==> src/pkg/ctb_pkg.sv <==
// Constants for the transmit buffer request control block.
// Assumes an eight-bit register space and three transmit buffers.
package ctb_pkg;
  // Register offsets
  localparam logic [7:0] PIN_CTRL_OFFSET = 8'h0D;
  localparam logic [7:0] BUF0_OFFSET     = 8'h30;
  localparam logic [7:0] BUF1_OFFSET     = 8'h40;
  localparam logic [7:0] BUF2_OFFSET     = 8'h50;
  // Buffer control field positions
  localparam int ABORTED_BIT   = 6;
  localparam int ARB_LOST_BIT  = 5;
  localparam int TX_ERROR_BIT  = 4;
  localparam int PENDING_BIT   = 3;
  localparam int PRIO_LSB      = 0;
  // Pin control field positions
  localparam int MODE_LSB      = 0;
  localparam int LEVEL_LSB     = 3;
  // Reset values
  localparam logic [7:0] BUF_CTRL_RESET = 8'h00;
  localparam logic [2:0] PIN_MODE_RESET = 3'h0;
  localparam logic       PIN_IDLE_LEVEL = 1'h1;
  // Priority levels
  typedef enum logic [1:0] {
    CTB_PRIO_LOWEST   = 2'b00,
    CTB_PRIO_LOW_MID  = 2'b01,
    CTB_PRIO_HIGH_MID = 2'b10,
    CTB_PRIO_HIGHEST  = 2'b11
  } ctb_prio_type;
endpackage

==> src/rtl/ctb_pin_sync.sv <==
// Request pin synchroniser with falling edge detector.
// Assumes the pin is asynchronous to clock_in and idles high.
`timescale 1ns/1ps
module ctb_pin_sync (
  input  wire logic clock_in,
  input  wire logic rst_b_in,
  input  wire logic pin_n_in,
  output logic      level_out,
  output logic      fall_out
);
  logic meta;
  logic stable;
  logic prev;

  // Two stage sync, then one delay stage for edge detection
  always_ff @(posedge clock_in or negedge rst_b_in) begin
    if (!rst_b_in) begin
      meta   <= ctb_pkg::PIN_IDLE_LEVEL;
      stable <= ctb_pkg::PIN_IDLE_LEVEL;
      prev   <= ctb_pkg::PIN_IDLE_LEVEL;
    end else begin
      meta   <= pin_n_in;
      stable <= meta;
      prev   <= stable;
    end
  end

  // High to low seen on synchronised level
  assign level_out = stable;
  assign fall_out  = prev & ~stable;
endmodule

==> src/rtl/ctb_request_ctrl.sv <==
// Transmit buffer request, priority and status control.
// Assumes a simple register port and a protocol engine giving event pulses.
//
// Contract
// - Aborted flag set on abort, clear on success
// - Arbitration-lost flag set on lost arbitration
// - Transmit-error flag set on bus error
// - Pending bit set by host, auto-cleared on send
// - Host clearing pending bit aborts the request
// - Priority 11 highest down to 00 lowest
// - Equal priority: higher buffer index first
// - New request clears all three status flags
// - Pin falling edge sets pending in request mode
// - Pin control writable only in configuration mode
`timescale 1ns/1ps
module ctb_request_ctrl #(
  parameter int NUM_BUF = 3
) (
  input  wire logic               clock_in,
  input  wire logic               rst_b_in,
  input  wire logic [7:0]         reg_addr_in,
  input  wire logic [7:0]         reg_wdata_in,
  input  wire logic               reg_wr_in,
  output logic      [7:0]         reg_rdata_out,
  input  wire logic               config_mode_in,
  input  wire logic [NUM_BUF-1:0] request_pin_n_in,
  input  wire logic [NUM_BUF-1:0] tx_done_in,
  input  wire logic [NUM_BUF-1:0] tx_aborted_in,
  input  wire logic [NUM_BUF-1:0] tx_arb_lost_in,
  input  wire logic [NUM_BUF-1:0] tx_bus_error_in,
  output logic      [NUM_BUF-1:0] pending_out,
  output logic                    sel_valid_out,
  output logic      [1:0]         sel_index_out
);
  // Per buffer state
  logic [NUM_BUF-1:0] pending;
  logic [NUM_BUF-1:0] aborted_flag;
  logic [NUM_BUF-1:0] arbitration_lost_flag;
  logic [NUM_BUF-1:0] transmit_error_flag;
  logic [1:0]         buffer_priority [0:NUM_BUF-1];
  logic [NUM_BUF-1:0] pin_request_mode;

  // Next values
  logic [NUM_BUF-1:0] next_pending;
  logic [NUM_BUF-1:0] next_aborted;
  logic [NUM_BUF-1:0] next_arb_lost;
  logic [NUM_BUF-1:0] next_tx_error;
  logic [1:0]         next_priority [0:NUM_BUF-1];
  logic [NUM_BUF-1:0] next_mode;

  // Decode and pin wires
  wire  [7:0]         buf_offset [0:NUM_BUF-1];
  wire  [NUM_BUF-1:0] buf_hit;
  wire  [NUM_BUF-1:0] buf_wr;
  wire  [NUM_BUF-1:0] set_request;
  wire  [NUM_BUF-1:0] pin_level;
  wire  [NUM_BUF-1:0] pin_fall;
  wire  [NUM_BUF-1:0] pin_request;
  wire  [7:0]         buf_word [0:NUM_BUF-1];
  wire                pin_ctrl_hit;
  wire                pin_ctrl_wr;
  wire  [7:0]         pin_ctrl_word;
  logic [7:0]         next_rdata;

  // Buffer register addresses
  assign buf_offset[0] = ctb_pkg::BUF0_OFFSET;
  assign buf_offset[1] = ctb_pkg::BUF1_OFFSET;
  assign buf_offset[2] = ctb_pkg::BUF2_OFFSET;

  // Pin control decode, writes gated by configuration mode
  assign pin_ctrl_hit = (reg_addr_in == ctb_pkg::PIN_CTRL_OFFSET);
  assign pin_ctrl_wr  = reg_wr_in & pin_ctrl_hit & config_mode_in;
  assign next_mode    = pin_ctrl_wr ? reg_wdata_in[ctb_pkg::MODE_LSB +: NUM_BUF]
                                    : pin_request_mode;

  genvar i;
  generate
    for (i = 0; i < NUM_BUF; i++) begin : g_buf
      // Pin conditioning
      ctb_pin_sync u_pin (
        .clock_in  (clock_in),
        .rst_b_in  (rst_b_in),
        .pin_n_in  (request_pin_n_in[i]),
        .level_out (pin_level[i]),
        .fall_out  (pin_fall[i])
      );

      // Register decode
      assign buf_hit[i]     = (reg_addr_in == buf_offset[i]);
      assign buf_wr[i]      = reg_wr_in & buf_hit[i];
      assign pin_request[i] = pin_fall[i] & pin_request_mode[i];

      // A request that turns pending from zero to one
      assign set_request[i] = ~pending[i] &
                              (pin_request[i] |
                               (buf_wr[i] & reg_wdata_in[ctb_pkg::PENDING_BIT]));

      // Pending: pin or host set, host clear aborts, sent or aborted clears
      assign next_pending[i] = pin_request[i] ? 1'b1 :
                               buf_wr[i] ? reg_wdata_in[ctb_pkg::PENDING_BIT] :
                               pending[i] & ~tx_done_in[i] & ~tx_aborted_in[i];

      // Status flags: event sets win over the clear by a new request
      assign next_aborted[i]  = tx_aborted_in[i] |
                                (aborted_flag[i] & ~set_request[i] & ~tx_done_in[i]);
      assign next_arb_lost[i] = tx_arb_lost_in[i] |
                                (arbitration_lost_flag[i] & ~set_request[i]);
      assign next_tx_error[i] = tx_bus_error_in[i] |
                                (transmit_error_flag[i] & ~set_request[i]);

      // Priority field written by host
      assign next_priority[i] = buf_wr[i] ? reg_wdata_in[ctb_pkg::PRIO_LSB +: 2]
                                          : buffer_priority[i];

      // Read view of buffer control
      assign buf_word[i] = {1'b0, aborted_flag[i], arbitration_lost_flag[i],
                            transmit_error_flag[i], pending[i], 1'b0,
                            buffer_priority[i]};

      // Buffer state registers
      always_ff @(posedge clock_in or negedge rst_b_in) begin
        if (!rst_b_in) begin
          pending[i]               <= ctb_pkg::BUF_CTRL_RESET[ctb_pkg::PENDING_BIT];
          aborted_flag[i]          <= ctb_pkg::BUF_CTRL_RESET[ctb_pkg::ABORTED_BIT];
          arbitration_lost_flag[i] <= ctb_pkg::BUF_CTRL_RESET[ctb_pkg::ARB_LOST_BIT];
          transmit_error_flag[i]   <= ctb_pkg::BUF_CTRL_RESET[ctb_pkg::TX_ERROR_BIT];
          buffer_priority[i]       <= ctb_pkg::BUF_CTRL_RESET[ctb_pkg::PRIO_LSB +: 2];
        end else begin
          pending[i]               <= next_pending[i];
          aborted_flag[i]          <= next_aborted[i];
          arbitration_lost_flag[i] <= next_arb_lost[i];
          transmit_error_flag[i]   <= next_tx_error[i];
          buffer_priority[i]       <= next_priority[i];
        end
      end
    end
  endgenerate

  // Pin level reads zero while the pin is in request mode
  assign pin_ctrl_word = {2'b00, pin_level & ~pin_request_mode, pin_request_mode};

  // Priority pick: larger code wins, ties go to the higher index
  wire       win01   = pending[1] &
                       (~pending[0] | (buffer_priority[1] >= buffer_priority[0]));
  wire [1:0] idx01   = win01 ? 2'd1 : 2'd0;
  wire       any01   = pending[1] | pending[0];
  wire [1:0] prio01  = win01 ? buffer_priority[1] : buffer_priority[0];
  wire       win2    = pending[2] & (~any01 | (buffer_priority[2] >= prio01));
  wire [1:0] next_sel_index = win2 ? 2'd2 : idx01;
  wire       next_sel_valid = pending[2] | any01;

  // Read data mux, unmapped addresses read zero
  always_comb begin
    next_rdata = 8'h00;
    if (pin_ctrl_hit) begin
      next_rdata = pin_ctrl_word;
    end else if (buf_hit[0]) begin
      next_rdata = buf_word[0];
    end else if (buf_hit[1]) begin
      next_rdata = buf_word[1];
    end else if (buf_hit[2]) begin
      next_rdata = buf_word[2];
    end
  end

  // Shared registers and outputs
  always_ff @(posedge clock_in or negedge rst_b_in) begin
    if (!rst_b_in) begin
      pin_request_mode <= ctb_pkg::PIN_MODE_RESET;
      reg_rdata_out    <= 8'h00;
      sel_valid_out    <= 1'b0;
      sel_index_out    <= 2'h0;
    end else begin
      pin_request_mode <= next_mode;
      reg_rdata_out    <= next_rdata;
      sel_valid_out    <= next_sel_valid;
      sel_index_out    <= next_sel_index;
    end
  end

  assign pending_out = pending;
endmodule

==> config.mk <==
export PLATFORM = sky130hd
export DESIGN_NAME = ctb_request_ctrl
export DESIGN_NICKNAME = d
export VERILOG_FILES = /design/src/pkg/ctb_pkg.sv /design/src/rtl/ctb_pin_sync.sv /design/src/rtl/ctb_request_ctrl.sv
export SDC_FILE = /design/constraint.sdc
export NUM_CORES = 1
export LEC_CHECK = 0
export BUFFER_PORTS_ARGS = -buffer_cell sky130_fd_sc_hd__buf_4
export CAP_MARGIN = 20
export CORE_ASPECT_RATIO = 0.8
export CORE_UTILIZATION = 40
export DETAILED_ROUTE_END_ITERATION = 8
export PLACE_DENSITY = 0.71
export SLEW_MARGIN = 20
export SYNTH_ARGS = -nofsm -noshare
export SYNTH_HDL_FRONTEND = slang
export SYNTH_SLANG_ARGS = --single-unit
==> constraint.sdc <==
create_clock -name clock_in -period 4.9 [get_ports clock_in]
set_input_delay 0.735 -clock clock_in [delete_from_list [all_inputs] [get_ports clock_in]]
set_output_delay 0.735 -clock clock_in [all_outputs]
set_load 0.01 [all_outputs]
==> results of run 1 <==
how the worst max path moves through the flow:
| stage | end | startpoint | depth (start not counted) |
|---|---|---|---|
| after floorplan | sel_index_out[0]$_DFF_PN0_ | buf_word[9]$_DFFE_PN0N_ | 8 |
| after global placement | pin_request_mode[2]$_DFFE_PN0P_ | reg_addr_in[4] | 5 |
| after detailed placement | sel_index_out[0]$_DFF_PN0_ | buf_word[9]$_DFFE_PN0N_ | 8 |
| after CTS | sel_index_out[0]$_DFF_PN0_ | buf_word[8]$_DFFE_PN0N_ | 10 |
| after global routing | sel_index_out[0]$_DFF_PN0_ | buf_word[8]$_DFFE_PN0N_ | 10 |
| final | sel_index_out[0]$_DFF_PN0_ | buf_word[8]$_DFFE_PN0N_ | 10 |
layout make-up:
type	instances	area (µm²)
Clock inverter	2	35.0
Timing Repair Buffer	43	323
Clock buffer	6	72.6
Multi-Input combinational cell	97	757
Sequential cell	40	1010
Fill cell	395	1980
Tap cell	57	71.3
Inverter	8	30.0
metal layers:
metal  global-route usage (%)  vias to the layer above
li1                         -                      617
met1                     24.1                      636
met2                     26.0                       37
met3                     5.26                        7
met4                     6.13                        0
met5                        0                        -
cells by family (layout without fill, tap and decap cells):
group           count (synthesis)  in the layout  share of synthesized area (%)
compound gates                 34             34                           12.4
mux                            16             16                           10.4
fa+ha+maj                       4              4                           2.73
other cells                     1              1                          0.205
buf+inv                        13             59                           3.48
simple gates                   42             42                           15.6
flops                          40             40                           55.2
synthesized netlist by cell type, types with 2 or more instances:
| library cell | number |
|---|---|
| nand2_1 | 3 |
| mux2_1 | 7 |
| a31o_1 | 3 |
| a22o_1 | 3 |
| a21o_1 | 9 |
| a21oi_1 | 3 |
| o21ai_0 | 7 |
| and2_1 | 2 |
| a21boi_0 | 3 |
| nor2_1 | 8 |
| nand2b_1 | 2 |
| inv_1 | 8 |
| mux2_4 | 3 |
| nor2b_1 | 3 |
| nand3_1 | 4 |
| nand4_1 | 4 |
| buf_4 | 4 |
| o21ai_1 | 4 |
| dfstp_2 | 9 |
| mux2_2 | 5 |
| nand3b_1 | 6 |
| dfrtp_1 | 31 |
| ha_1 | 4 |
per-stage QoR:
| step | cells | cell area [µm²] | setup slack (ns) | utilization, % | power (W) |
|---|---|---|---|---|---|
| final | 253 | 2300 | 2.51 | 53.7 | 0.000669 |
| after detailed placement | 245 | 2190 | 2.51 | 51.2 | 0.000414 |
| after global routing | 253 | 2300 | 2.28 | 53.7 | 0.000699 |
| after CTS | 253 | 2300 | 2.48 | 53.7 | 0.000674 |
| after global placement | 245 | 2190 | 2.58 | 51.2 | 0.000412 |
| after floorplan | 150 | 1830 | 2.77 | - | 0.000377 |
state kept, by name, indices dropped and copies added, names as in the netlist:
signal                 cells
pending_out                3
aborted_flag               3
arbitration_lost_flag      3
sel_valid_out              1
g_buf.u_pin.prev           3
sel_index_out              2
g_buf.u_pin.level_out      3
buf_word                   9
pin_request_mode           3
reg_rdata_out              7
g_buf.u_pin.meta           3
power breakdown:
| part | total, W | internal, W | leakage [nW] | switching [W] |
|---|---|---|---|---|
| Combinational | 0.0000581 | 0.0000301 | 0.512 | 0.0000280 |
| Sequential | 0.000350 | 0.000343 | 0.485 | 0.00000676 |
| Clock | 0.000262 | 0.000151 | 0.0552 | 0.000110 |
==> impl_metrics.env, run 1 <==
export IMPL_n_antenna_cell=0
export IMPL_synth_distinct_cells=38
export IMPL_p_leak_nw=1.05
export IMPL_dieArea_um2=4860
export IMPL_seq_area_frac_synth_pct=55.2
export IMPL_post_cts_buffers=0
export IMPL_ir_worst_vdd_mv=0.155
export IMPL_netlist_area_um2=1830
export IMPL_tightest_slew_ns=0.549
export IMPL_cp_cell_sequence="inv_1, ha_1, inv_1, a21boi_0, o21ai_0, mux2_2, ha_1, o21ai_0, a21boi_0, nor2_1"
export IMPL_hold_class="reg2reg"
export IMPL_hold_viol=0
export IMPL_synthTopCellsByArea="dfrtp_1, dfstp_2, mux2_1"
export IMPL_postSynthCellCount=150
export IMPL_drv_slew=0
export IMPL_cts_made_buffers=5
export IMPL_wl_met2_mm=1.72
export IMPL_num_rows=21
export IMPL_whs_path_depth=0
export IMPL_area_delta_synth_final_pct=25.5
export IMPL_hpwl_mm=2.89
export IMPL_yosysWarnings=0
export IMPL_hold_ws_ns=0.357
export IMPL_setup_viol=0
export IMPL_yosys_area_top_type="dfrtp_1"
export IMPL_status="finished, final reports clean"
export IMPL_grt_pass1_wl_mm=6.47
export IMPL_cp_required_ns=5.06
export IMPL_ant_nets=0
export IMPL_slew_headroom_pct=63.1
export IMPL_cp_top_family="compound AO/OA/AOI/OAI gates"
export IMPL_hold_buffers=0
export IMPL_cts_resized=0
export IMPL_place_gp_congestion=0.859
export IMPL_grt_overflow=0
export IMPL_cts_root_buffer="clkbuf_8"
export IMPL_maxUsedRoutingLayer="met4"
export IMPL_setup_tns_ns=0
export IMPL_ys_async_sr_fraction_pct=100
export IMPL_ioPinCount=49
export IMPL_cp_slowest_cell="mux2_2"
export IMPL_synth_enable_flop_cells=0
export IMPL_critical_path_class="reg2reg"
export IMPL_clockBufferDepth=2
export IMPL_final_common_cell="buf_4"
export IMPL_fin_nets=234
export IMPL_r2r_start="buf_word[8]$_DFFE_PN0N_"
export IMPL_clock_fmax_mhz=419
export IMPL_antenna_found_initial=0
export IMPL_grt_max_degree=41
export IMPL_grt_usage_pct=17.5
export IMPL_maxCapViolCount=0
export IMPL_r2r_setup_slack_ns=2.51
export IMPL_grt_pass1_vias=1344
export IMPL_skew_ns=0.00617
export IMPL_cts_sinks=40
export IMPL_crit_path_end_kind="flop"
export IMPL_critPathMaxStageDelay_ns=0.39
export IMPL_firstDrtPassIters=4
export IMPL_routed_wl_mm=3.83
export IMPL_drt_iter0_markers=67
export IMPL_crit_fanout=3
export IMPL_clkTransAtPathRegs_ns=0.07
export IMPL_p_per_area_nw_per_um2=291
export IMPL_reg2reg_depth=10
export IMPL_die_y_um=62.5
export IMPL_vias=1297
export IMPL_drive_above_1_share_pct=37.2
export IMPL_yosys_area_top_type_share_pct=42.3
export IMPL_startpoint_type="flop"
export IMPL_ys_ff_latch=40
export IMPL_synth_area_per_cell_um2=12.2
export IMPL_cp_buffers_inverters=2
export IMPL_numPortBuffers=43
export IMPL_drc_errors=0
export IMPL_wl_per_cell_um=15.1
export IMPL_reg2reg_to="sel_index_out[0]$_DFF_PN0_"
export IMPL_final_cell_mix="buf_4, dfrtp_1, a21o_1, dfstp_2"
export IMPL_drt_met1_wl_mm=1.85
export IMPL_period_share_pct=48.7
export IMPL_core_area_um2=4280
export IMPL_grt_setup_unrepaired="false"
export IMPL_wl_met3_um=202
export IMPL_min_period_ns=2.39
export IMPL_h_tree_depth=2
export IMPL_synthFlopType="dfrtp_1"
export IMPL_worstSkewPairLatency_ns=0.29
export IMPL_whs_endpoint="g_buf[0].u_pin.level_out$_DFF_PN1_"
export IMPL_tritoncts="yes"
export IMPL_worstPathArrival_ns=2.55
export IMPL_fp_dieW_um=77.7
export IMPL_hp_start="g_buf[0].u_pin.meta$_DFF_PN1_"
export IMPL_start_util_pct=42.8
export IMPL_via_per_inst=5.13
export IMPL_synth_nets=189
Note: power is estimated with default switching activity, not from simulation.
==> run 2: changes to the inputs <==
- ABC_AREA: unset -> 1
- clock period: 4.9 -> 2.25 ns (I/O delays scaled with it)
==> run 2 against run 1 <==
Net effect:
- cell count increased by 24%
- area after synthesis increased by 1.3%
- die area rose by 1.3%
- via count increased by 12%
- total power grew 110%
- sequential cell count unchanged
- non-clock buffer count did not move
- count of clock-buffer cells in the layout unchanged
- synthesized cell count grew 41%
- utilization fell by 0.30 points
- sequential power increased by 120%
==> impl_metrics.env, run 2 <==
export IMPL_clkTransAtPathRegs_ns=0.08
export IMPL_setup_viol=0
export IMPL_cts_root_buffer="clkbuf_8"
export IMPL_synth_nets=250
export IMPL_r2r_setup_slack_ns=0.41
export IMPL_largest_reg_flops=9
export IMPL_startpoint_type="flop"
export IMPL_final_cells=314
export IMPL_grt_max_degree=41
export IMPL_cp_required_ns=2.48
export IMPL_routed_wl_mm=3.66
export IMPL_crit_fanout=5
export IMPL_n_antenna_cell=0
export IMPL_vias=1457
export IMPL_synth_common_cells="nand2_1, inv_1, dfrtp_1"
export IMPL_via_per_inst=4.64
export IMPL_post_cts_buffers=0
export IMPL_p_comb_share_pct=9.1
export IMPL_post_synth_top_count_cell="nand2_1"
export IMPL_sw_frac_of_total_pct=23.6
export IMPL_hold_viol=0
export IMPL_p_leak_nw=1.18
export IMPL_synth_enable_flop_cells=0
export IMPL_ioPinCount=49
export IMPL_critPathLaunch="buf_word[8]$_DFFE_PN0N_"
export IMPL_reg2reg_depth=11
export IMPL_grt_pass1_vias=1376
export IMPL_firstDrtPassIters=4
export IMPL_clockBufferDepth=2
export IMPL_status="finished, final reports clean"
export IMPL_cp_slowest_cell="dfrtp_1"
export IMPL_yosys_area_top_type_share_pct=41.8
export IMPL_dieArea_um2=4920
export IMPL_crit_path_end_kind="flop"
export IMPL_yosys_area_top_type="dfrtp_1"
export IMPL_worstSkewPairLatency_ns=0.29
export IMPL_synthFlopType="dfrtp_1"
export IMPL_power_switching_w=0.000324
export IMPL_hold_buffers=0
export IMPL_grt_pass1_wl_mm=6.31
export IMPL_cts_made_buffers=5
export IMPL_r2r_start="buf_word[8]$_DFFE_PN0N_"
export IMPL_fin_nets=295
export IMPL_place_gp_congestion=0.807
export IMPL_synth_distinct_cells=26
export IMPL_slew_headroom_pct=66.5
export IMPL_critical_path_class="reg2reg"
export IMPL_die_y_um=62.9
export IMPL_min_period_ns=1.84
export IMPL_final_common_cell="nand2_1"
export IMPL_drv_slew=0
export IMPL_synthTopCellsByArea="dfrtp_1, dfstp_2, nand2_1"
export IMPL_fp_dieW_um=78.2
export IMPL_final_cell_mix="nand2_1, buf_4, inv_1, dfrtp_1, nor2_1"
export IMPL_cts_sinks=40
export IMPL_seqPwrFrac_pct=55.4
export IMPL_wl_per_cell_um=11.7
export IMPL_netlist_area_um2=1860
export IMPL_num_rows=21
export IMPL_cts_resized=0
export IMPL_intPower_w=0.00105
export IMPL_antenna_found_initial=0
export IMPL_p_per_area_nw_per_um2=597
export IMPL_skew_ns=0.00446
export IMPL_clock_fmax_mhz=544
export IMPL_synth_area_per_cell_um2=8.80
export IMPL_area_delta_synth_final_pct=24.0
export IMPL_grt_setup_unrepaired="false"
export IMPL_clockPowerShare_pct=35.5
export IMPL_ir_worst_vdd_mv=0.414
export IMPL_reg2reg_to="sel_index_out[0]$_DFF_PN0_"
export IMPL_h_tree_depth=2
export IMPL_tritoncts="yes"
export IMPL_postSynthCellCount=211
export IMPL_cp_cell_sequence="inv_1, ha_1, o21ai_0, nand2_1, nand2_1, nand2_1, o21ai_0, ha_1, o21ai_0, a21oi_1, nor2_1"
export IMPL_drt_iter0_markers=102
export IMPL_seq_area_frac_synth_pct=54.5
export IMPL_hold_class="in2async"
export IMPL_yosysWarnings=0
export IMPL_worstPathArrival_ns=2.07
export IMPL_hpwl_mm=2.79
export IMPL_numPortBuffers=43
export IMPL_setup_tns_ns=0
export IMPL_core_area_um2=4310
export IMPL_period_share_pct=81.8
export IMPL_grt_usage_pct=17.1
export IMPL_grt_overflow=0
export IMPL_ys_ff_latch=40
export IMPL_ys_async_sr_fraction_pct=100
export IMPL_start_util_pct=43.1
export IMPL_critPathMaxStageDelay_ns=0.37
export IMPL_drive_above_1_share_pct=29.6
export IMPL_maxCapViolCount=0
export IMPL_dp_cells=306
export IMPL_tightest_slew_ns=0.502
export IMPL_ant_nets=0
export IMPL_drc_errors=0
==> run 2: changes by cell type after synthesis, sizes merged, moves of 3 or more <==
cell	change
nand2	+61
inv	+25
mux2	-15
nor2	+13
nand3	+11
a21o	-9
nand3b	-6
nor3	+4
a21boi	-3
a22o	-3
a31o	-3
nor2b	-3
==> run 2: kinds of logic (layout without fill, tap and decap cells) <==
family / after synthesis / after routing / share of synthesized area [%]
and+or+nand+nor: 112 / 112 / 29.0
DFF: 40 / 40 / 54.5
buffers and inverters: 38 / 84 / 8.89
AOI/OAI and AO/OA: 16 / 16 / 4.65
adders and majority gates: 4 / 4 / 2.70
other: 1 / 1 / 0.202
==> run 2: how the worst max path moves through the flow <==
stage | to
after floorplan | sel_index_out[0]$_DFF_PN0_
after global placement | sel_index_out[0]$_DFF_PN0_
after detailed placement | sel_index_out[0]$_DFF_PN0_
after CTS | sel_index_out[0]$_DFF_PN0_
after global routing | sel_index_out[0]$_DFF_PN0_
final | sel_index_out[0]$_DFF_PN0_
==> run 2: metrics by stage <==
step	total power [W]	utilization (%)	hold WS (ns)	cell area [µm²]	worst slack, ns
finish	0.00137	53.4	0.00995	2300	0.410
detailed placement	0.000902	51.3	0.342	2210	0.400
global placement	0.000898	51.3	0.339	2210	0.435
global route	0.00144	53.4	0.0479	2300	0.172
CTS	0.00139	53.4	0.0254	2300	0.381
floorplan	0.000824	-	0.0419	1860	0.554
==> run 2: power by group through the flow <==
stage                     logic [W]  clock network (W)  registers, W
after floorplan           0.0000518                  0      0.000772
after global placement     0.000123                  0      0.000774
after detailed placement   0.000126                  0      0.000775
after CTS                  0.000127           0.000503      0.000762
after global routing       0.000143           0.000529      0.000764
final                      0.000124           0.000488      0.000762
==> run 2: final cells by class <==
type / instances / area, µm²
fillers: 420 / 2010
flip-flops and latches: 40 / 1010
multi-input cells: 133 / 679
repair buffers: 43 / 323
inverters: 33 / 124
clock buffers: 6 / 82.6
well taps: 57 / 71.3
clock inverters: 2 / 10.0
==> run 2: critical path, delay by kind of cell, from the launching register on <==
family          cells  cell delay, ns
simple gates        4            0.32
fa+ha+maj           2            0.53
buf+inv             1            0.07
compound gates      4            0.48
flops               1            0.37
==> run 2: metal layers <==
layer	GRT usage, %	part of all wire, %
met1	22.7	48
met2	27.2	45
met3	4.23	6.2
met4	5.56	1.1
met5	0	0
